## src/rtl/audio_dma_pkg.sv

```systemverilog
// Register map, field positions, reset values and types of the audio DMA slice.
// Assumes byte addresses on a 32-bit register port, one word per register.
package audio_dma_pkg;

  // Register byte addresses
  localparam logic [31:0] REC_BASE_OFS    = 32'hFFF0_9008;
  localparam logic [31:0] REC_LENGTH_OFS  = 32'hFFF0_900C;
  localparam logic [31:0] REC_CUR_OFS     = 32'hFFF0_9010;
  localparam logic [31:0] REC_STATUS_OFS  = 32'hFFF0_9014;
  localparam logic [31:0] PLAY_BASE_OFS   = 32'hFFF0_9018;
  localparam logic [31:0] PLAY_LENGTH_OFS = 32'hFFF0_901C;
  localparam logic [31:0] PLAY_CUR_OFS    = 32'hFFF0_9020;
  localparam logic [31:0] PLAY_STATUS_OFS = 32'hFFF0_9024;
  localparam logic [31:0] DMA_CTRL_OFS    = 32'hFFF0_9040;
  localparam logic [31:0] INT_STATUS_OFS  = 32'hFFF0_9044;
  localparam logic [31:0] INT_MASK_OFS    = 32'hFFF0_9048;

  // Status register fields
  localparam int MIDDLE_IRQ_BIT = 0;
  localparam int END_IRQ_BIT    = 1;
  localparam int FIFO_FLAG_BIT  = 2;

  // Control register fields
  localparam int REC_RUN_BIT  = 0;
  localparam int PLAY_RUN_BIT = 1;

  // Interrupt status and mask fields
  localparam int INT_REC_MID_BIT   = 0;
  localparam int INT_REC_END_BIT   = 1;
  localparam int INT_PLAY_MID_BIT  = 2;
  localparam int INT_PLAY_END_BIT  = 3;
  localparam int INT_WIDTH         = 4;

  // Reset values
  localparam logic [31:0] REC_STATUS_RST  = 32'h0000_0000;
  localparam logic [31:0] PLAY_STATUS_RST = 32'h0000_0004;
  localparam logic [31:0] ADDR_RST        = 32'h0000_0000;
  localparam logic [31:0] CTRL_RST        = 32'h0000_0000;
  localparam logic [3:0]  MASK_RST        = 4'h0;

  // One memory beat moves one 32-bit word
  localparam logic [31:0] WORD_STEP = 32'h0000_0004;

  typedef enum logic [1:0] {
    CH_IDLE = 2'b00,
    CH_LOAD = 2'b01,
    CH_RUN  = 2'b11
  } chan_state_t;

endpackage : audio_dma_pkg

```

## src/rtl/dma_chan_if.sv

```systemverilog
// Carrier between the register file and one DMA address channel.
// Assumes both ends run on the same clock.
`timescale 1ns/100ps
interface dma_chan_if;
  logic [31:0] base;
  logic [31:0] length;
  logic        run;
  logic [31:0] cur;
  logic        midEvt;
  logic        endEvt;

  modport ctrl (output base, output length, output run,
                input cur, input midEvt, input endEvt);
  modport chan (input base, input length, input run,
                output cur, output midEvt, output endEvt);
endinterface : dma_chan_if

```

## src/rtl/sticky_flag.sv

```systemverilog
// Group of sticky event flags, cleared by writing one.
// Assumes set and clear are single-cycle pulses in the clk domain.
`timescale 1ns/100ps
module sticky_flag #(
  parameter int WIDTH = 2
) (
  // Clock and reset
  input  wire logic             clk,
  input  wire logic             rst_n,
  // Events and clears
  input  wire logic [WIDTH-1:0] set,
  input  wire logic [WIDTH-1:0] clr,
  // Flags
  output logic      [WIDTH-1:0] q
);
  logic [WIDTH-1:0] next_q;

  // A set in the clearing cycle wins so no event is lost
  always_comb begin
    next_q = (q & ~clr) | set;
  end

  always_ff @(posedge clk or negedge rst_n) begin
    if (!rst_n) begin
      q <= '0;
    end else begin
      q <= next_q;
    end
  end
endmodule : sticky_flag

```

## src/rtl/dma_channel.sv

```systemverilog
// One DMA address walker: steps from base to base plus length, word by word.
// Assumes the memory side acknowledges a request with a one-cycle memAck.
`timescale 1ns/100ps
module dma_channel (
  // Clock and reset
  input  wire logic        clk,
  input  wire logic        rst_n,
  // Register side
  dma_chan_if.chan         bus,
  // FIFO side
  input  wire logic        fifoReady,
  // Memory side
  output logic             memReq,
  output logic      [31:0] memAddr,
  input  wire logic        memAck
);
  audio_dma_pkg::chan_state_t state;
  audio_dma_pkg::chan_state_t next_state;
  logic [31:0] cur;
  logic [31:0] next_cur;
  logic        next_midEvt;
  logic        next_endEvt;
  logic        midEvt;
  logic        endEvt;
  logic [31:0] stepAddr;
  logic [31:0] midAddr;
  logic [31:0] endAddr;

  assign midAddr  = bus.base + {1'b0, bus.length[31:1]};
  assign endAddr  = bus.base + bus.length;
  assign stepAddr = cur + audio_dma_pkg::WORD_STEP;
  // A zero length would never reach its end, so it never requests; a cleared run bit
  // drops the request at once so a beat acknowledged while stopping is never lost
  assign memReq   = (state == audio_dma_pkg::CH_RUN) && bus.run && fifoReady
                    && (bus.length != '0);
  assign memAddr  = cur;
  assign bus.cur    = cur;
  assign bus.midEvt = midEvt;
  assign bus.endEvt = endEvt;

  always_comb begin
    next_state  = state;
    next_cur    = cur;
    next_midEvt = 1'b0;
    next_endEvt = 1'b0;
    case (state)
      audio_dma_pkg::CH_IDLE: begin
        if (bus.run) begin
          next_state = audio_dma_pkg::CH_LOAD;
        end
      end
      audio_dma_pkg::CH_LOAD: begin
        next_cur   = bus.base;
        next_state = bus.run ? audio_dma_pkg::CH_RUN : audio_dma_pkg::CH_IDLE;
      end
      audio_dma_pkg::CH_RUN: begin
        if (!bus.run) begin
          next_state = audio_dma_pkg::CH_IDLE;
        end else if (memReq && memAck) begin
          if (stepAddr == endAddr) begin
            next_endEvt = 1'b1;
            next_cur    = bus.base;
          end else begin
            next_midEvt = (stepAddr == midAddr);
            next_cur    = stepAddr;
          end
        end
      end
      default: begin
        next_state = audio_dma_pkg::CH_IDLE;
      end
    endcase
  end

  always_ff @(posedge clk or negedge rst_n) begin
    if (!rst_n) begin
      state  <= audio_dma_pkg::CH_IDLE;
      cur    <= audio_dma_pkg::ADDR_RST;
      midEvt <= 1'b0;
      endEvt <= 1'b0;
    end else begin
      state  <= next_state;
      cur    <= next_cur;
      midEvt <= next_midEvt;
      endEvt <= next_endEvt;
    end
  end
endmodule : dma_channel

```

## src/rtl/audio_dma_regs.sv

```systemverilog
// Audio DMA status and address registers with record and playback walkers.
// Assumes a one-cycle register port with read data the cycle after the read strobe.
// Summary of operation
// - Record status bit 2 reads one while the record FIFO is full.
// - Record end flag sets when the address reaches end; write one clears.
// - Record middle flag sets at the middle address; write one clears it.
// - Record status resets to zero; bits 31 to 3 read zero.
// - Playback base address is CPU read/write, reset zero.
// - Playback length is CPU read/write, reset zero.
// - Playback current address is read-only, advanced by the DMA.
// - Playback status bit 2 shows FIFO empty; register resets to 4.
// - Playback end flag sets at end address; cleared by writing one.
// - Playback middle flag sets at middle address; cleared by writing one.
// - Record side has its own base, length and read-only current address.
//
// Local design decision: strobed register access.
`timescale 1ns/100ps
module audio_dma_regs (
  // Clock and reset
  input  wire logic        clk,
  input  wire logic        rst_n,
  // Register port
  input  wire logic [31:0] regAddr,
  input  wire logic [31:0] regWdata,
  input  wire logic        regWrite,
  input  wire logic        regRead,
  output logic      [31:0] regRdata,
  // Record memory side
  output logic             recMemReq,
  output logic      [31:0] recMemAddr,
  input  wire logic        recMemAck,
  // Record FIFO status
  input  wire logic        recDataAvail,
  input  wire logic        recFifoFull,
  // Playback memory side
  output logic             playMemReq,
  output logic      [31:0] playMemAddr,
  input  wire logic        playMemAck,
  // Playback FIFO status
  input  wire logic        playSpaceAvail,
  input  wire logic        playFifoEmpty,
  // Interrupt
  output logic             irq
);
  dma_chan_if recBus ();
  dma_chan_if playBus ();

  logic [31:0] recBase;
  logic [31:0] recLength;
  logic [31:0] playBase;
  logic [31:0] playLength;
  logic [31:0] ctrl;
  logic [3:0]  intMask;
  logic [31:0] next_recBase;
  logic [31:0] next_recLength;
  logic [31:0] next_playBase;
  logic [31:0] next_playLength;
  logic [31:0] next_ctrl;
  logic [3:0]  next_intMask;
  logic [31:0] next_regRdata;
  logic        playEmptyFlag;
  logic [1:0]  recFlags;
  logic [1:0]  playFlags;
  logic [1:0]  recClr;
  logic [1:0]  playClr;
  logic [3:0]  intStatus;
  logic        wrRecStatus;
  logic        wrPlayStatus;
  logic        wrIntStatus;

  assign recBus.base     = recBase;
  assign recBus.length   = recLength;
  assign recBus.run      = ctrl[audio_dma_pkg::REC_RUN_BIT];
  assign playBus.base    = playBase;
  assign playBus.length  = playLength;
  assign playBus.run     = ctrl[audio_dma_pkg::PLAY_RUN_BIT];

  dma_channel recChan (
    .clk       (clk),
    .rst_n     (rst_n),
    .bus       (recBus.chan),
    .fifoReady (recDataAvail),
    .memReq    (recMemReq),
    .memAddr   (recMemAddr),
    .memAck    (recMemAck)
  );

  dma_channel playChan (
    .clk       (clk),
    .rst_n     (rst_n),
    .bus       (playBus.chan),
    .fifoReady (playSpaceAvail),
    .memReq    (playMemReq),
    .memAddr   (playMemAddr),
    .memAck    (playMemAck)
  );

  // Write-one-to-clear decode; either status alias clears the same flag
  assign wrRecStatus  = regWrite && (regAddr == audio_dma_pkg::REC_STATUS_OFS);
  assign wrPlayStatus = regWrite && (regAddr == audio_dma_pkg::PLAY_STATUS_OFS);
  assign wrIntStatus  = regWrite && (regAddr == audio_dma_pkg::INT_STATUS_OFS);

  always_comb begin
    recClr  = 2'h0;
    playClr = 2'h0;
    if (wrRecStatus) begin
      recClr[audio_dma_pkg::MIDDLE_IRQ_BIT] = regWdata[audio_dma_pkg::MIDDLE_IRQ_BIT];
      recClr[audio_dma_pkg::END_IRQ_BIT]    = regWdata[audio_dma_pkg::END_IRQ_BIT];
    end
    if (wrPlayStatus) begin
      playClr[audio_dma_pkg::MIDDLE_IRQ_BIT] = regWdata[audio_dma_pkg::MIDDLE_IRQ_BIT];
      playClr[audio_dma_pkg::END_IRQ_BIT]    = regWdata[audio_dma_pkg::END_IRQ_BIT];
    end
    if (wrIntStatus) begin
      recClr[audio_dma_pkg::MIDDLE_IRQ_BIT]  = recClr[audio_dma_pkg::MIDDLE_IRQ_BIT]
                                            | regWdata[audio_dma_pkg::INT_REC_MID_BIT];
      recClr[audio_dma_pkg::END_IRQ_BIT]     = recClr[audio_dma_pkg::END_IRQ_BIT]
                                            | regWdata[audio_dma_pkg::INT_REC_END_BIT];
      playClr[audio_dma_pkg::MIDDLE_IRQ_BIT] = playClr[audio_dma_pkg::MIDDLE_IRQ_BIT]
                                            | regWdata[audio_dma_pkg::INT_PLAY_MID_BIT];
      playClr[audio_dma_pkg::END_IRQ_BIT]    = playClr[audio_dma_pkg::END_IRQ_BIT]
                                            | regWdata[audio_dma_pkg::INT_PLAY_END_BIT];
    end
  end

  sticky_flag #(.WIDTH(2)) recFlagReg (
    .clk   (clk),
    .rst_n (rst_n),
    .set   ({recBus.endEvt, recBus.midEvt}),
    .clr   (recClr),
    .q     (recFlags)
  );

  sticky_flag #(.WIDTH(2)) playFlagReg (
    .clk   (clk),
    .rst_n (rst_n),
    .set   ({playBus.endEvt, playBus.midEvt}),
    .clr   (playClr),
    .q     (playFlags)
  );

  assign intStatus = {playFlags[audio_dma_pkg::END_IRQ_BIT],
                      playFlags[audio_dma_pkg::MIDDLE_IRQ_BIT],
                      recFlags[audio_dma_pkg::END_IRQ_BIT],
                      recFlags[audio_dma_pkg::MIDDLE_IRQ_BIT]};
  // Level output; a flag left pending hides a second pass of the same point
  assign irq = |(intStatus & intMask);

  always_comb begin
    next_recBase    = recBase;
    next_recLength  = recLength;
    next_playBase   = playBase;
    next_playLength = playLength;
    next_ctrl       = ctrl;
    next_intMask    = intMask;
    if (regWrite) begin
      case (regAddr)
        audio_dma_pkg::REC_BASE_OFS:    next_recBase    = regWdata;
        audio_dma_pkg::REC_LENGTH_OFS:  next_recLength  = regWdata;
        audio_dma_pkg::PLAY_BASE_OFS:   next_playBase   = regWdata;
        audio_dma_pkg::PLAY_LENGTH_OFS: next_playLength = regWdata;
        audio_dma_pkg::DMA_CTRL_OFS:    next_ctrl       = {30'h0, regWdata[1:0]};
        audio_dma_pkg::INT_MASK_OFS:    next_intMask    = regWdata[3:0];
        default: begin
        end
      endcase
    end
  end

  // The FIFO flag bits pass through unregistered; only the read data register samples them
  assign playEmptyFlag = playFifoEmpty;

  always_comb begin
    next_regRdata = 32'h0000_0000;
    if (regRead) begin
      case (regAddr)
        audio_dma_pkg::REC_BASE_OFS:    next_regRdata = recBase;
        audio_dma_pkg::REC_LENGTH_OFS:  next_regRdata = recLength;
        audio_dma_pkg::REC_CUR_OFS:     next_regRdata = recBus.cur;
        audio_dma_pkg::REC_STATUS_OFS: begin
          next_regRdata = audio_dma_pkg::REC_STATUS_RST;
          next_regRdata[audio_dma_pkg::FIFO_FLAG_BIT] = recFifoFull;
          next_regRdata[audio_dma_pkg::END_IRQ_BIT]   = recFlags[audio_dma_pkg::END_IRQ_BIT];
          next_regRdata[audio_dma_pkg::MIDDLE_IRQ_BIT] =
            recFlags[audio_dma_pkg::MIDDLE_IRQ_BIT];
        end
        audio_dma_pkg::PLAY_BASE_OFS:   next_regRdata = playBase;
        audio_dma_pkg::PLAY_LENGTH_OFS: next_regRdata = playLength;
        audio_dma_pkg::PLAY_CUR_OFS:    next_regRdata = playBus.cur;
        audio_dma_pkg::PLAY_STATUS_OFS: begin
          next_regRdata = 32'h0000_0000;
          next_regRdata[audio_dma_pkg::FIFO_FLAG_BIT] = playEmptyFlag;
          next_regRdata[audio_dma_pkg::END_IRQ_BIT]   = playFlags[audio_dma_pkg::END_IRQ_BIT];
          next_regRdata[audio_dma_pkg::MIDDLE_IRQ_BIT] =
            playFlags[audio_dma_pkg::MIDDLE_IRQ_BIT];
        end
        audio_dma_pkg::DMA_CTRL_OFS:    next_regRdata = ctrl;
        audio_dma_pkg::INT_STATUS_OFS:  next_regRdata = {28'h0, intStatus};
        audio_dma_pkg::INT_MASK_OFS:    next_regRdata = {28'h0, intMask};
        default:                        next_regRdata = 32'h0000_0000;
      endcase
    end
  end

  always_ff @(posedge clk or negedge rst_n) begin
    if (!rst_n) begin
      recBase    <= audio_dma_pkg::ADDR_RST;
      recLength  <= audio_dma_pkg::ADDR_RST;
      playBase   <= audio_dma_pkg::ADDR_RST;
      playLength <= audio_dma_pkg::ADDR_RST;
      ctrl       <= audio_dma_pkg::CTRL_RST;
      intMask    <= audio_dma_pkg::MASK_RST;
      regRdata   <= 32'h0000_0000;
    end else begin
      recBase    <= next_recBase;
      recLength  <= next_recLength;
      playBase   <= next_playBase;
      playLength <= next_playLength;
      ctrl       <= next_ctrl;
      intMask    <= next_intMask;
      regRdata   <= next_regRdata;
    end
  end
endmodule : audio_dma_regs

```

## config.mk

```make
export PLATFORM = sky130hd
export DESIGN_NAME = audio_dma_regs
export DESIGN_NICKNAME = d
export VERILOG_FILES = /design/src/rtl/audio_dma_pkg.sv /design/src/rtl/dma_chan_if.sv /design/src/rtl/sticky_flag.sv /design/src/rtl/dma_channel.sv /design/src/rtl/audio_dma_regs.sv
export SDC_FILE = /design/constraint.sdc
export NUM_CORES = 1
export LEC_CHECK = 0
export BUFFER_PORTS_ARGS = -buffer_cell sky130_fd_sc_hd__buf_2
export CAP_MARGIN = 40
export CORE_AREA = 2 2 238 240
export CTS_CLUSTER_DIAMETER = 60
export DETAILED_ROUTE_END_ITERATION = 12
export DIE_AREA = 0 0 240 242
export GPL_TIMING_DRIVEN = 0
export PLACE_DENSITY = 0.66
export RECOVER_POWER = 100
export SLEW_MARGIN = 25
export SYNTH_ARGS = -nofsm -noshare
export SYNTH_HDL_FRONTEND = slang
export SYNTH_SLANG_ARGS = --single-unit
```

## constraint.sdc

```tcl
create_clock -name clk -period 5.2 [get_ports clk]
set_clock_uncertainty 0.1 [all_clocks]
set_input_delay 1.56 -clock clk [delete_from_list [all_inputs] [get_ports clk]]
set_output_delay 1.56 -clock clk [all_outputs]
set_load 0.1 [all_outputs]
```

Word-level counts from Yosys, hierarchy flattened
Cells that the tools add are included. Widths: inputs -> output; s select.

Add/subtract/negate cells: 6. Equality and inequality tests: 27. Multiplexer cells: 38. Bitwise operators: 11. Reductions and logical operators: 28.

Operator list (count): $eq 32x32->1 const B (11); $pmux 32 s11 (1); $mux 32 (7); $eq 32x32->1 (4); $pmux 32 s2 (2); $add 32x3->32 const B (2); $add 32x31->32 (2); $add 32x32->32 (2); $reduce_bool 32->1 (2); $mux 2 (10); $mux 1 (16); $ne 2x2->1 const B (8); $reduce_and 2->1 (8); $pmux 2 s3 (2); $logic_and 1x1->1 (11); $reduce_and 3->1 (2); $and 2x2->2 (2); $and 4x4->4 (1); $eq 2x1->1 const B (2); $eq 2x2->1 const B (2); $logic_not 2->1 (2); $not 2->2 (2); $or 1x1->1 (4); $or 2x2->2 (2); other kinds (2) (3).

Register bits after elaboration: 242. Output and inout port bits: 99. Word-level logic and storage cells: 127.

Longest topological paths before layout
Gate-level depths: netlist of the first run.

Word-level depth: 8. Mapped depth: 17.

Cells and area by module
From an unflattened synthesis of the first run, not the netlist that was laid out.

Cells, all modules: 2481. Area total of the unflattened synthesis: 22073.7 um^2.

By module, submodules not included: dma_channel (playChan) (instances 1, cells an instance 994, area each 7423.4 um^2); audio_dma_regs (instances 1, cells an instance 530, area each 7279.5 um^2); dma_channel (recChan) (instances 1, cells an instance 945, area each 7225.7 um^2); sticky_flag (instances 2, cells an instance 6, area each 72.6 um^2).

Worst setup path after synthesis of the first run
Ideal clock, no wire load.

Path kind: register to register. From: register recChan.cur[3] (netlist: recChan.bus.cur[3]). To: register recChan.cur[1] (netlist: recChan.bus.cur[1]). Library setup time: 0.128 ns. Arrival time: 4.786 ns. Slack: 0.186 ns. Cell stages (with the launch flop): 15. Buffers on the path: 2. Clock period less this slack: 5.014 ns. Cells stage by stage: dfrtp_1 ha_1 nand4_2 or4_4 o21a_1 or3_1 a21oi_1 mux2i_1 a2111o_1 or4_1 buf_2 or4_4 buf_6 nand2_4 mux2_1.

Cells in the longest elaborated chain, start to end: 6.

RTL lines: start: declaration (line dma_channel.sv:19) `logic [31:0] cur;`; start signal: assignment (line dma_channel.sv:78) `cur <= audio_dma_pkg::ADDR_RST;`; start signal: assignment (line dma_channel.sv:83) `cur <= next_cur;`; $add 32x3->32 (line dma_channel.sv:31) `assign stepAddr = cur + audio_dma_pkg::WORD_STEP;`; $eq 32x32->1 (line dma_channel.sv:60) `if (stepAddr == endAddr) begin`; $mux 32 (line dma_channel.sv:60); $mux 32 (line dma_channel.sv:59) `end else if (memReq && memAck) begin`; $mux 32 (line dma_channel.sv:57) `if (!bus.run) begin`; $pmux 32 s2 (line dma_channel.sv:46) `case (state)`.

No other way between the ends. The select of a mux whose other input is x is not followed. A chain may end at the register's enable or synchronous reset.

Final worst setup path of the first run
From: register playLength[12] (netlist: playBus.length[12]). To: register playChan.cur[13] (netlist: playChan.bus.cur[13]).

Cells in the longest elaborated chain, start to end: 6. Elaborated cells on any way between the ends: 11.

RTL lines: start: declaration (line audio_dma_regs.sv:51) `logic [31:0] playLength;`; start signal: assignment (line audio_dma_regs.sv:210) `playLength <= audio_dma_pkg::ADDR_RST;`; start signal: assignment (line audio_dma_regs.sv:218) `playLength <= next_playLength;`; $add 32x32->32 (line dma_channel.sv:30) `assign endAddr = bus.base + bus.length;`; $eq 32x32->1 (line dma_channel.sv:60); $mux 32 (line dma_channel.sv:60); $mux 32 (line dma_channel.sv:59); $mux 32 (line dma_channel.sv:57); $pmux 32 s2 (line dma_channel.sv:46); end signal: assignment (line dma_channel.sv:78); end signal: assignment (line dma_channel.sv:83); end: declaration (line dma_channel.sv:19).

Parallel ways exist; a longest one is shown, timed or not. The select of a mux whose other input is x is not followed.

==> results of run 1 <==
-- cell families (layout without fill, tap and decap cells) --
kind of cell / count (synthesis) / in the layout / synth area share
DFF: 242 / 242 / 0.275
other: 0 / 2 / 0
adders and majority gates: 130 / 130 / 0.0753
AOI/OAI and AO/OA: 723 / 723 / 0.226
muxes: 168 / 168 / 0.0844
and+or+nand+nor: 773 / 773 / 0.187
xor gates and xnor gates: 272 / 272 / 0.117
buffers and inverters: 197 / 447 / 0.0355
-- synth_stat cells, drive strengths merged, types with 8 or more instances --
cell,n,area share
o21ai,97,0.022
a21oi,150,0.034
inv,60,0.010
buf,39,0.0085
o31ai,9,0.0031
and2,41,0.012
or4,18,0.0065
xor2,66,0.026
a21o,69,0.024
nand4,59,0.017
nor3,58,0.014
a221oi,11,0.0044
clkbuf,98,0.017
a31oi,55,0.016
o221ai,15,0.0060
a211oi,26,0.0089
a311oi,11,0.0044
nor4,66,0.019
o22ai,9,0.0026
xnor3,11,0.011
nor2,143,0.025
nand3,70,0.016
dfrtp,242,0.28
a22o,9,0.0036
a41oi,9,0.0036
a22oi,98,0.033
o21a,27,0.0092
nand2,165,0.029
and4,18,0.0073
nand3b,8,0.0027
ha,126,0.072
or3,17,0.0048
mux2,140,0.072
and3,41,0.012
o211ai,19,0.0065
nor2b,20,0.0057
nand2b,16,0.0046
xnor2,193,0.077
o21bai,17,0.0058
nor3b,11,0.0038
mux2i,28,0.013
a2111oi,10,0.0041
a21boi,10,0.0034
-- per-layer routing --
| metal | track usage | up-vias | part of all wire |
|---|---|---|---|
| met5 | 0 | - | 0.00024 |
| met4 | 0.183 | 4 | 0.066 |
| met3 | 0.0406 | 302 | 0.086 |
| met2 | 0.502 | 1344 | 0.45 |
| met1 | 0.409 | 11000 | 0.40 |
| li1 | - | 9995 | - |
-- cell usage in the layout (no fill, tap or decap), types with 20 or more instances in the layout --
cell and n:
a211oi_1 24, o21a_1 27, nand4_1 58, inv_1 60
a21o_1 69, o21ai_0 96, mux2i_1 28, mux2_2 134
a21oi_1 149, nand2_1 163, xnor2_1 191, buf_2 96
clkbuf_16 37, nand3_1 67, nor2b_1 20, nor3_1 53
dfrtp_1 236, a31oi_1 55, ha_1 124, and2_1 38
a22oi_1 98, nor4_1 58, xor2_1 66, clkbuf_1 205
and3_1 41, nor2_1 139
-- registers in the layout, summed over array words and instances (netlist names) --
name and flops:
recChan.bus.endEvt 1, playChan.bus.cur 32, regRdata 32, playChan.bus.endEvt 1, playFlagReg.q 2, playBus.length 32, recBus.length 32, playBase 32
ctrl 2, recChan.state 2, intMask 4, playChan.state 2, recChan.bus.cur 32, recBase 32, playChan.bus.midEvt 1, recFlagReg.q 2
recChan.bus.midEvt 1
-- power by group through the flow --
stage          combinational [mW]  clock [mW]  sequential [mW]
5_1_grt                     0.115        2.66             1.88
3_3_place_gp               0.0963           0             1.92
2_1_floorplan             0.00713           0             1.92
3_5_place_dp                0.109           0             1.92
4_1_cts                     0.109        2.59             1.88
6_report                    0.105        2.56             1.88
-- worst min-delay path by stage --
stage | start | endpoint | cells past startpoint | slack (ps)
2_1_floorplan | playChan.bus.midEvt | playFlagReg.q[0] | 1 | 300
3_3_place_gp | recChan.bus.midEvt | recFlagReg.q[0] | 1 | 320
3_5_place_dp | recChan.bus.midEvt | recFlagReg.q[0] | 1 | 320
4_1_cts | recChan.bus.midEvt | recFlagReg.q[0] | 1 | 330
5_1_grt | recChan.bus.midEvt | recFlagReg.q[0] | 1 | 350
6_report | recChan.bus.midEvt | recFlagReg.q[0] | 1 | 330
-- repair_timing --
item                                    in CTS  in global routing
buffers inserted                             3                  9
endpoints found under the setup margin      43                 46
pin swaps                                    4                  7
resized for setup                           25                 32
-- final cells by class --
type,instances,area (um2)
fill,5490,30400
multi-input combinational,2066,15400
sequential,242,6060
clock buffer,44,972
tap,756,946
timing repair buffer,193,912
buffer,131,537
clock inverter,19,249
inverter,60,225
antenna,2,5.00
==> metrics.txt, run 1 <==
# TYPE chip_impl_metric gauge
chip_impl_metric{name="design.core.area",unit="um2"} 55700
chip_impl_info{name="clock-root-buffer",value="clkbuf_16"} 1
chip_impl_metric{name="core_occupancy_in_the_finished_layout",unit=""} 0.454
chip_impl_metric{name="replace_congestion",unit=""} 1.06
chip_impl_metric{name="max-clock-path-buffers",unit=""} 3
chip_impl_metric{name="power_switching",unit="mW"} 1.08
chip_impl_info{name="startpoint_type",value="flop"} 1
chip_impl_metric{name="syn_area_per_cell",unit="um2"} 8.78
chip_impl_metric{name="r2r_cells",unit=""} 14
chip_impl_metric{name="report.final.setup_viol",unit=""} 0
chip_impl_metric{name="synth-seq-area-share",unit=""} 0.275
chip_impl_info{name="rsz0062_at_grt",value="no"} 1
chip_impl_metric{name="maxSlewHeadroom",unit=""} -0.608
chip_impl_metric{name="postLayoutCellArea",unit="um2"} 25300
chip_impl_metric{name="period_share",unit=""} 0.983
chip_impl_metric{name="hold_viol",unit=""} 0
chip_impl_metric{name="areaGrowthSynthToFinish",unit="%"} 15.2
chip_impl_metric{name="layout_setup_ws",unit="ps"} 86.8
chip_impl_metric{name="pin_count_of_the_biggest_net_entering_global_routing",unit=""} 85
chip_impl_metric{name="worst_slew_pin_slew",unit="ps"} 2410
chip_impl_metric{name="power_per_cell_area",unit="nW/um2"} 180
chip_impl_metric{name="placement_rows",unit=""} 87
chip_impl_metric{name="die_h",unit="um"} 242
chip_impl_metric{name="power_switching_share",unit=""} 0.238
chip_impl_metric{name="final_antenna_net_count",unit=""} 0
chip_impl_metric{name="post_drt_via_cell_ratio",unit=""} 6.44
chip_impl_info{name="holdCritPathClass",value="flop to flop"} 1
chip_impl_metric{name="area_after_dpl",unit="um2"} 23900
chip_impl_info{name="timing.critical_path.max_delay_family",value="simple AND/OR/NAND/NOR gates"} 1
chip_impl_metric{name="pre_cts_ws",unit="ps"} -1280
chip_impl_metric{name="timing.critical_path.fanout_max",unit=""} 7
chip_impl_metric{name="cellInternalPower",unit="mW"} 3.47
chip_impl_metric{name="first_pass_grt_wire_length",unit="mm"} 138
chip_impl_info{name="timing.critical_path.from",value="playBus.length[12]"} 1
chip_impl_metric{name="pwr-share-seq",unit=""} 0.414
chip_impl_metric{name="via_count_of_the_first_global_routing_pass",unit=""} 21900
chip_impl_info{name="setup.worst_path.end",value="playChan.bus.cur[13]"} 1
chip_impl_metric{name="synthCells",unit=""} 2505
chip_impl_metric{name="floorplan.initialDensity",unit=""} 0.395
chip_impl_metric{name="synth_nets",unit=""} 2709
chip_impl_metric{name="antenna_violations_before_repair",unit=""} 3
chip_impl_metric{name="path_clk_slew",unit="ps"} 60
chip_impl_info{name="setup.worst_path.class",value="flop to flop"} 1
chip_impl_metric{name="timing.critical_path.depth",unit=""} 14
chip_impl_metric{name="drcViolationCount",unit=""} 0
chip_impl_metric{name="pin_count",unit=""} 173
chip_impl_metric{name="p_leak",unit="nW"} 10.9
chip_impl_info{name="status",value="finished, violations left"} 1
chip_impl_info{name="category_of_the_worst_setup_path_capture_point",value="flop"} 1
chip_impl_metric{name="floorplan.die_area",unit="um2"} 58100
chip_impl_metric{name="finalPower",unit="mW"} 4.55
chip_impl_info{name="violations",value="capacitance limit, slew limit"} 1
chip_impl_metric{name="drt_wl_total",unit="mm"} 93.9
chip_impl_metric{name="report.final.slew_viol_count",unit=""} 39
chip_impl_info{name="rr_startpoint",value="playBus.length[12]"} 1
chip_impl_metric{name="slowest_delay",unit="ps"} 630
chip_impl_metric{name="post_route_cells_drive_above_1_share",unit=""} 0.137
chip_impl_metric{name="track_usage",unit=""} 0.315
chip_impl_info{name="tritoncts",value="yes"} 1
chip_impl_metric{name="die_x",unit="um"} 240
chip_impl_metric{name="setup_slack_of_the_most_critical_reg_to_reg_path",unit="ps"} 90
chip_impl_info{name="worstPathCellList",value="ha_1 > clkbuf_1 > nand2_1 > o21ai_0 > xnor2_1 > a41oi_1 > nor4b_2 > nand4_1 > a2111o_1 > clkbuf_1 > nor4b_4 > nor2_1 > clkbuf_2 > o221ai_1"} 1
chip_impl_metric{name="vdd_drop_max",unit="V"} 0.000193
chip_impl_metric{name="post_synth_instance_area",unit="um2"} 22000
chip_impl_metric{name="numCtsBuffers",unit=""} 35
chip_impl_info{name="rr_endpoint",value="playChan.bus.cur[13]"} 1
chip_impl_metric{name="drt-wirelength-per-cell",unit="um"} 26.7
chip_impl_metric{name="critical_path_arrival",unit="ps"} 5440
chip_impl_metric{name="stdcell_count",unit=""} 3513
chip_impl_metric{name="drtPass1Iterations",unit=""} 6
chip_impl_metric{name="synth_enable_flop_cells",unit=""} 0
chip_impl_metric{name="clock_power_share",unit=""} 0.563
chip_impl_metric{name="hold_ws",unit="ps"} 326
chip_impl_metric{name="layout_min_cycle_time",unit="ps"} 5110
chip_impl_metric{name="h-tree-depth",unit=""} 2
chip_impl_metric{name="routed_vias",unit=""} 22600
chip_impl_metric{name="yosysUniqueCellTypes",unit=""} 94
chip_impl_metric{name="io_buffers",unit=""} 171
chip_impl_metric{name="dp_cells",unit=""} 3441
chip_impl_metric{name="yosys_synthesis_warning_count",unit=""} 0
chip_impl_metric{name="holdBufCountCts",unit=""} 0
chip_impl_info{name="synth_top_flop_cell",value="dfrtp_1"} 1
chip_impl_metric{name="clock-sinks",unit=""} 242
chip_impl_metric{name="postSynthRegisterBits",unit=""} 242
chip_impl_metric{name="maxCapViolCount",unit=""} 1
chip_impl_metric{name="share_of_async_settable_or_async_resettable_flops_after_synthesis",unit=""} 1.00
chip_impl_metric{name="crit_required",unit="ps"} 5530
chip_impl_info{name="worst_path_most_repeated_cell",value="clkbuf_1"} 1
chip_impl_metric{name="fin_tns_setup",unit="ps"} 0
chip_impl_metric{name="design.final.nets",unit=""} 2933
chip_impl_metric{name="power_frac_comb",unit=""} 0.023
chip_impl_metric{name="clock_latency_on_the_worst_skew_pair",unit="ps"} 550
chip_impl_metric{name="timing.critical_path.buf_inv",unit=""} 3
chip_impl_metric{name="grt-ovfl-total",unit=""} 0
chip_impl_info{name="cp_slowest_cell",value="o21ai_0"} 1
chip_impl_metric{name="post-dp-hpwl",unit="mm"} 75.9
chip_impl_metric{name="violation_count_after_the_first_detailed_routing_iteration",unit=""} 2555
chip_impl_metric{name="timing.fmax",unit="MHz"} 196
No activity file was read; power rests on OpenSTA's default activity.
==> run 2, diff against run 1 <==
- SYNTH_HIERARCHICAL: default -> 1
- clock period: 5.2 -> 5 ns (I/O delays scaled with it)
==> run 2 against run 1 <==
The run still ends with capacitance limit, slew limit left; maximum frequency grew 3.5%; global-route usage shrank 0.64 points; worst setup slack lost 26 ps; non-clock buffer count grew 41.
==> metrics.txt, run 2 <==
# TYPE chip_impl_metric gauge
chip_impl_metric{name="drtPass1Iterations",unit=""} 9
chip_impl_metric{name="drcViolationCount",unit=""} 0
chip_impl_info{name="setup.worst_path.end",value="playChan/bus.midEvt"} 1
chip_impl_info{name="rr_startpoint",value="playChan/bus.cur[18]"} 1
chip_impl_metric{name="pwr-share-seq",unit=""} 0.491
chip_impl_metric{name="share_of_async_settable_or_async_resettable_flops_after_synthesis",unit=""} 1.00
chip_impl_metric{name="core_occupancy_in_the_finished_layout",unit=""} 0.444
chip_impl_metric{name="pin_count_of_the_biggest_net_entering_global_routing",unit=""} 90
chip_impl_metric{name="areaGrowthSynthToFinish",unit="%"} 12.0
chip_impl_metric{name="power_switching",unit="uW"} 930
chip_impl_info{name="tritoncts",value="yes"} 1
chip_impl_metric{name="via_count_of_the_first_global_routing_pass",unit=""} 20100
chip_impl_metric{name="power_switching_share",unit=""} 0.233
chip_impl_metric{name="r2r_cells",unit=""} 14
chip_impl_metric{name="final_antenna_net_count",unit=""} 0
chip_impl_metric{name="replace_congestion",unit=""} 0.979
chip_impl_metric{name="floorplan.initialDensity",unit=""} 0.396
chip_impl_metric{name="max-clock-path-buffers",unit=""} 3
chip_impl_info{name="violations",value="capacitance limit, slew limit"} 1
chip_impl_metric{name="routed-wl-met3",unit="mm"} 8.94
chip_impl_metric{name="clock_latency_on_the_worst_skew_pair",unit="ps"} 550
chip_impl_metric{name="h-tree-depth",unit=""} 1
chip_impl_metric{name="clock-sinks",unit=""} 242
chip_impl_metric{name="seqCellArea",unit="um2"} 6060
chip_impl_metric{name="met2_routed_wirelength",unit="mm"} 39.6
chip_impl_metric{name="drt-wirelength-per-cell",unit="um"} 26.8
chip_impl_metric{name="report.final.setup_viol",unit=""} 0
chip_impl_metric{name="vdd_drop_max",unit="V"} 0.000297
chip_impl_metric{name="pre_cts_ws",unit="ps"} -53.7
chip_impl_info{name="startpoint_type",value="flop"} 1
chip_impl_info{name="leading_cell_types_in_the_layout_fill_and_taps_excluded",value="dfrtp_1 (239), xnor2_1 (194), nand2_1 (189), clkbuf_1 (182), a21oi_1 (166)"} 1
chip_impl_info{name="holdCritPathClass",value="flop to flop"} 1
chip_impl_metric{name="insertedDiodeCount",unit=""} 0
chip_impl_metric{name="crit_required",unit="ps"} 5330
chip_impl_metric{name="synth-seq-area-share",unit=""} 0.274
chip_impl_metric{name="timing.fmax",unit="MHz"} 202
chip_impl_metric{name="post-dp-hpwl",unit="mm"} 75.3
chip_impl_metric{name="post_drt_via_cell_ratio",unit=""} 6.25
chip_impl_metric{name="design.final.nets",unit=""} 2897
chip_impl_metric{name="synth_enable_flop_cells",unit=""} 0
chip_impl_info{name="yosys.area.top_type",value="dfrtp_1"} 1
chip_impl_metric{name="violation_count_after_the_first_detailed_routing_iteration",unit=""} 2944
chip_impl_metric{name="period_share",unit=""} 0.988
chip_impl_metric{name="first_pass_grt_wire_length",unit="mm"} 134
chip_impl_metric{name="setup_slack_of_the_most_critical_reg_to_reg_path",unit="ps"} 60
chip_impl_info{name="timing.critical_path.from",value="playChan/bus.cur[18]"} 1
chip_impl_metric{name="postSynthRegisterBits",unit=""} 242
chip_impl_metric{name="placement_rows",unit=""} 87
chip_impl_metric{name="numCtsBuffers",unit=""} 25
chip_impl_metric{name="synth_top_area_frac",unit=""} 0.274
chip_impl_metric{name="postLayoutCellArea",unit="um2"} 24700
chip_impl_info{name="synthMostInstantiatedCell",value="dfrtp_1"} 1
chip_impl_metric{name="layout_setup_ws",unit="ps"} 61.0
chip_impl_metric{name="maxCapViolCount",unit=""} 1
chip_impl_metric{name="die_x",unit="um"} 240
chip_impl_metric{name="yosys_synthesis_warning_count",unit=""} 6
chip_impl_metric{name="routed_vias",unit=""} 21700
chip_impl_metric{name="design.core.area",unit="um2"} 55700
chip_impl_metric{name="power_per_cell_area",unit="nW/um2"} 161
chip_impl_metric{name="path_clk_slew",unit="ps"} 70
chip_impl_info{name="clock-root-buffer",value="clkbuf_16"} 1
chip_impl_metric{name="worst_slew_pin_slew",unit="ps"} 2400
chip_impl_metric{name="synthCells",unit=""} 2481
chip_impl_info{name="category_of_the_worst_setup_path_capture_point",value="flop"} 1
chip_impl_info{name="setup.worst_path.class",value="flop to flop"} 1
chip_impl_metric{name="critical_path_arrival",unit="ps"} 5270
chip_impl_info{name="synth.top_cells.by_count",value="dfrtp_1 (242), xnor2_1 (195), nand2_1 (187)"} 1
chip_impl_metric{name="post_synth_instance_area",unit="um2"} 22100
chip_impl_metric{name="post_route_cells_drive_above_1_share",unit=""} 0.140
chip_impl_metric{name="cellInternalPower",unit="mW"} 3.06
chip_impl_info{name="cell_types_with_the_largest_area_share_after_synthesis",value="dfrtp_1 (27%), xnor2_1 (7.7%), ha_1 (7.1%), mux2_2 (4.8%), a21oi_1 (3.8%)"} 1
chip_impl_metric{name="hold_ws",unit="ps"} 359
chip_impl_metric{name="synth_nets",unit=""} 2685
chip_impl_metric{name="report.final.slew_viol_count",unit=""} 89
chip_impl_info{name="synth_top_flop_cell",value="dfrtp_1"} 1
chip_impl_metric{name="antenna_violations_before_repair",unit=""} 6
chip_impl_metric{name="drt_wl_total",unit="mm"} 92.9
chip_impl_info{name="rr_endpoint",value="playChan/bus.midEvt"} 1
chip_impl_metric{name="maxSlewHeadroom",unit=""} -0.597
chip_impl_metric{name="layout_min_cycle_time",unit="ps"} 4940
chip_impl_info{name="final_common_cell",value="dfrtp_1"} 1
chip_impl_metric{name="multi_input_comb_area",unit="um2"} 14800
chip_impl_metric{name="area_after_dpl",unit="um2"} 24000
chip_impl_metric{name="p_leak",unit="nW"} 11.0
chip_impl_metric{name="yosysUniqueCellTypes",unit=""} 110
chip_impl_metric{name="fin_tns_setup",unit="ps"} 0
chip_impl_info{name="status",value="finished, violations left"} 1
chip_impl_metric{name="final.fill_count",unit=""} 5623
chip_impl_metric{name="track_usage",unit=""} 0.309
chip_impl_metric{name="syn_area_per_cell",unit="um2"} 8.90
chip_impl_metric{name="min_path_cells",unit=""} 1
chip_impl_metric{name="clock_power_share",unit=""} 0.481
chip_impl_metric{name="timing.critical_path.fanout_max",unit=""} 8
chip_impl_metric{name="die_h",unit="um"} 242
chip_impl_metric{name="routedLengthMet1",unit="mm"} 41.8
chip_impl_metric{name="power_frac_comb",unit=""} 0.028
chip_impl_metric{name="floorplan.die_area",unit="um2"} 58100
chip_impl_metric{name="pin_count",unit=""} 173
chip_impl_metric{name="io_buffers",unit=""} 170
chip_impl_metric{name="hold_viol",unit=""} 0
chip_impl_info{name="topRoutingLayerUsed",value="met5"} 1
chip_impl_metric{name="grt-ovfl-total",unit=""} 0
-- run 2: kinds of logic (layout without fill, tap and decap cells) --
family                   after synthesis  after routing  share of synthesized area
AO/OA/AOI/OAI                        687            687                      0.215
XOR/XNOR                             294            294                      0.125
adder cells (fa/ha/maj)              130            130                     0.0750
buffers and inverters                233            464                     0.0574
flip-flops                           242            242                      0.274
multiplexers                         144            144                     0.0734
AND/OR/NAND/NOR                      751            751                      0.180
-- run 2: routing by layer --
layer / vias to the layer above / global-route usage
met5: - / 0
met3: 156 / 0.0538
met4: 8 / 0.0700
met1: 10600 / 0.459
li1: 9744 / -
met2: 1192 / 0.463
-- run 2: worst min path at each step --
| stage | end | slack (ps) | from |
|---|---|---|---|
| floorplan | playFlagReg/q[0] | 300 | playChan/bus.midEvt |
| global placement | recFlagReg/q[1] | 320 | recChan/bus.endEvt |
| detailed placement | recFlagReg/q[1] | 340 | recChan/bus.endEvt |
| CTS | recFlagReg/q[1] | 360 | recChan/bus.endEvt |
| global route | recFlagReg/q[1] | 380 | recChan/bus.endEvt |
| finish | recFlagReg/q[1] | 360 | recChan/bus.endEvt |
-- run 2: per-stage QoR --
| step | total power, mW | std cells |
|---|---|---|
| global placement | 2.10 | 3407 |
| CTS | 4.02 | 3462 |
| floorplan | 2.01 | 2481 |
| global route | 4.11 | 3468 |
| detailed placement | 2.11 | 3416 |
| finish | 3.99 | 3468 |
-- run 2: worst max-delay path, stage by stage (launching register included) --
cell	delay (ps)
dfrtp_2	510
buf_2	300
and3_1	210
clkbuf_1	300
nand4_1	260
nor3_1	280
nand3_1	250
xnor2_2	300
a221oi_2	540
nand4_1	410
nor4_1	340
and4_1	210
nand4_1	140
nor4_1	210
o2111a_1	440
-- run 2: area by class of cell --
cell class | count | share of cell area
Timing Repair Buffer | 185 | 0.0345
Inverter | 53 | 0.00805
Clock inverter | 14 | 0.00618
Sequential cell | 242 | 0.245
Multi-Input combinational cell | 2006 | 0.598
Tap cell | 756 | 0.0383
Clock buffer | 32 | 0.0272
Buffer | 180 | 0.0423
-- run 2: repair_timing --
| action | CTS | global route |
|---|---|---|
| gates resized for setup | 6 | 23 |
| endpoints found under the setup margin | 25 | 59 |
| gates cloned | 0 | 0 |
| hold endpoints to repair | 0 | 0 |
| hold buffers | 0 | 0 |
| pin swaps | 0 | 4 |
| setup buffers | 0 | 5 |
-- run 2: power by group through the flow --
| stage | logic, mW | registers (mW) | clock network (mW) |
|---|---|---|---|
| 6_report | 0.111 | 1.96 | 1.92 |
| 5_1_grt | 0.123 | 1.96 | 2.03 |
| 3_3_place_gp | 0.104 | 1.99 | 0 |
| 4_1_cts | 0.117 | 1.96 | 1.94 |
| 2_1_floorplan | 0.0107 | 1.99 | 0 |
| 3_5_place_dp | 0.117 | 1.99 | 0 |
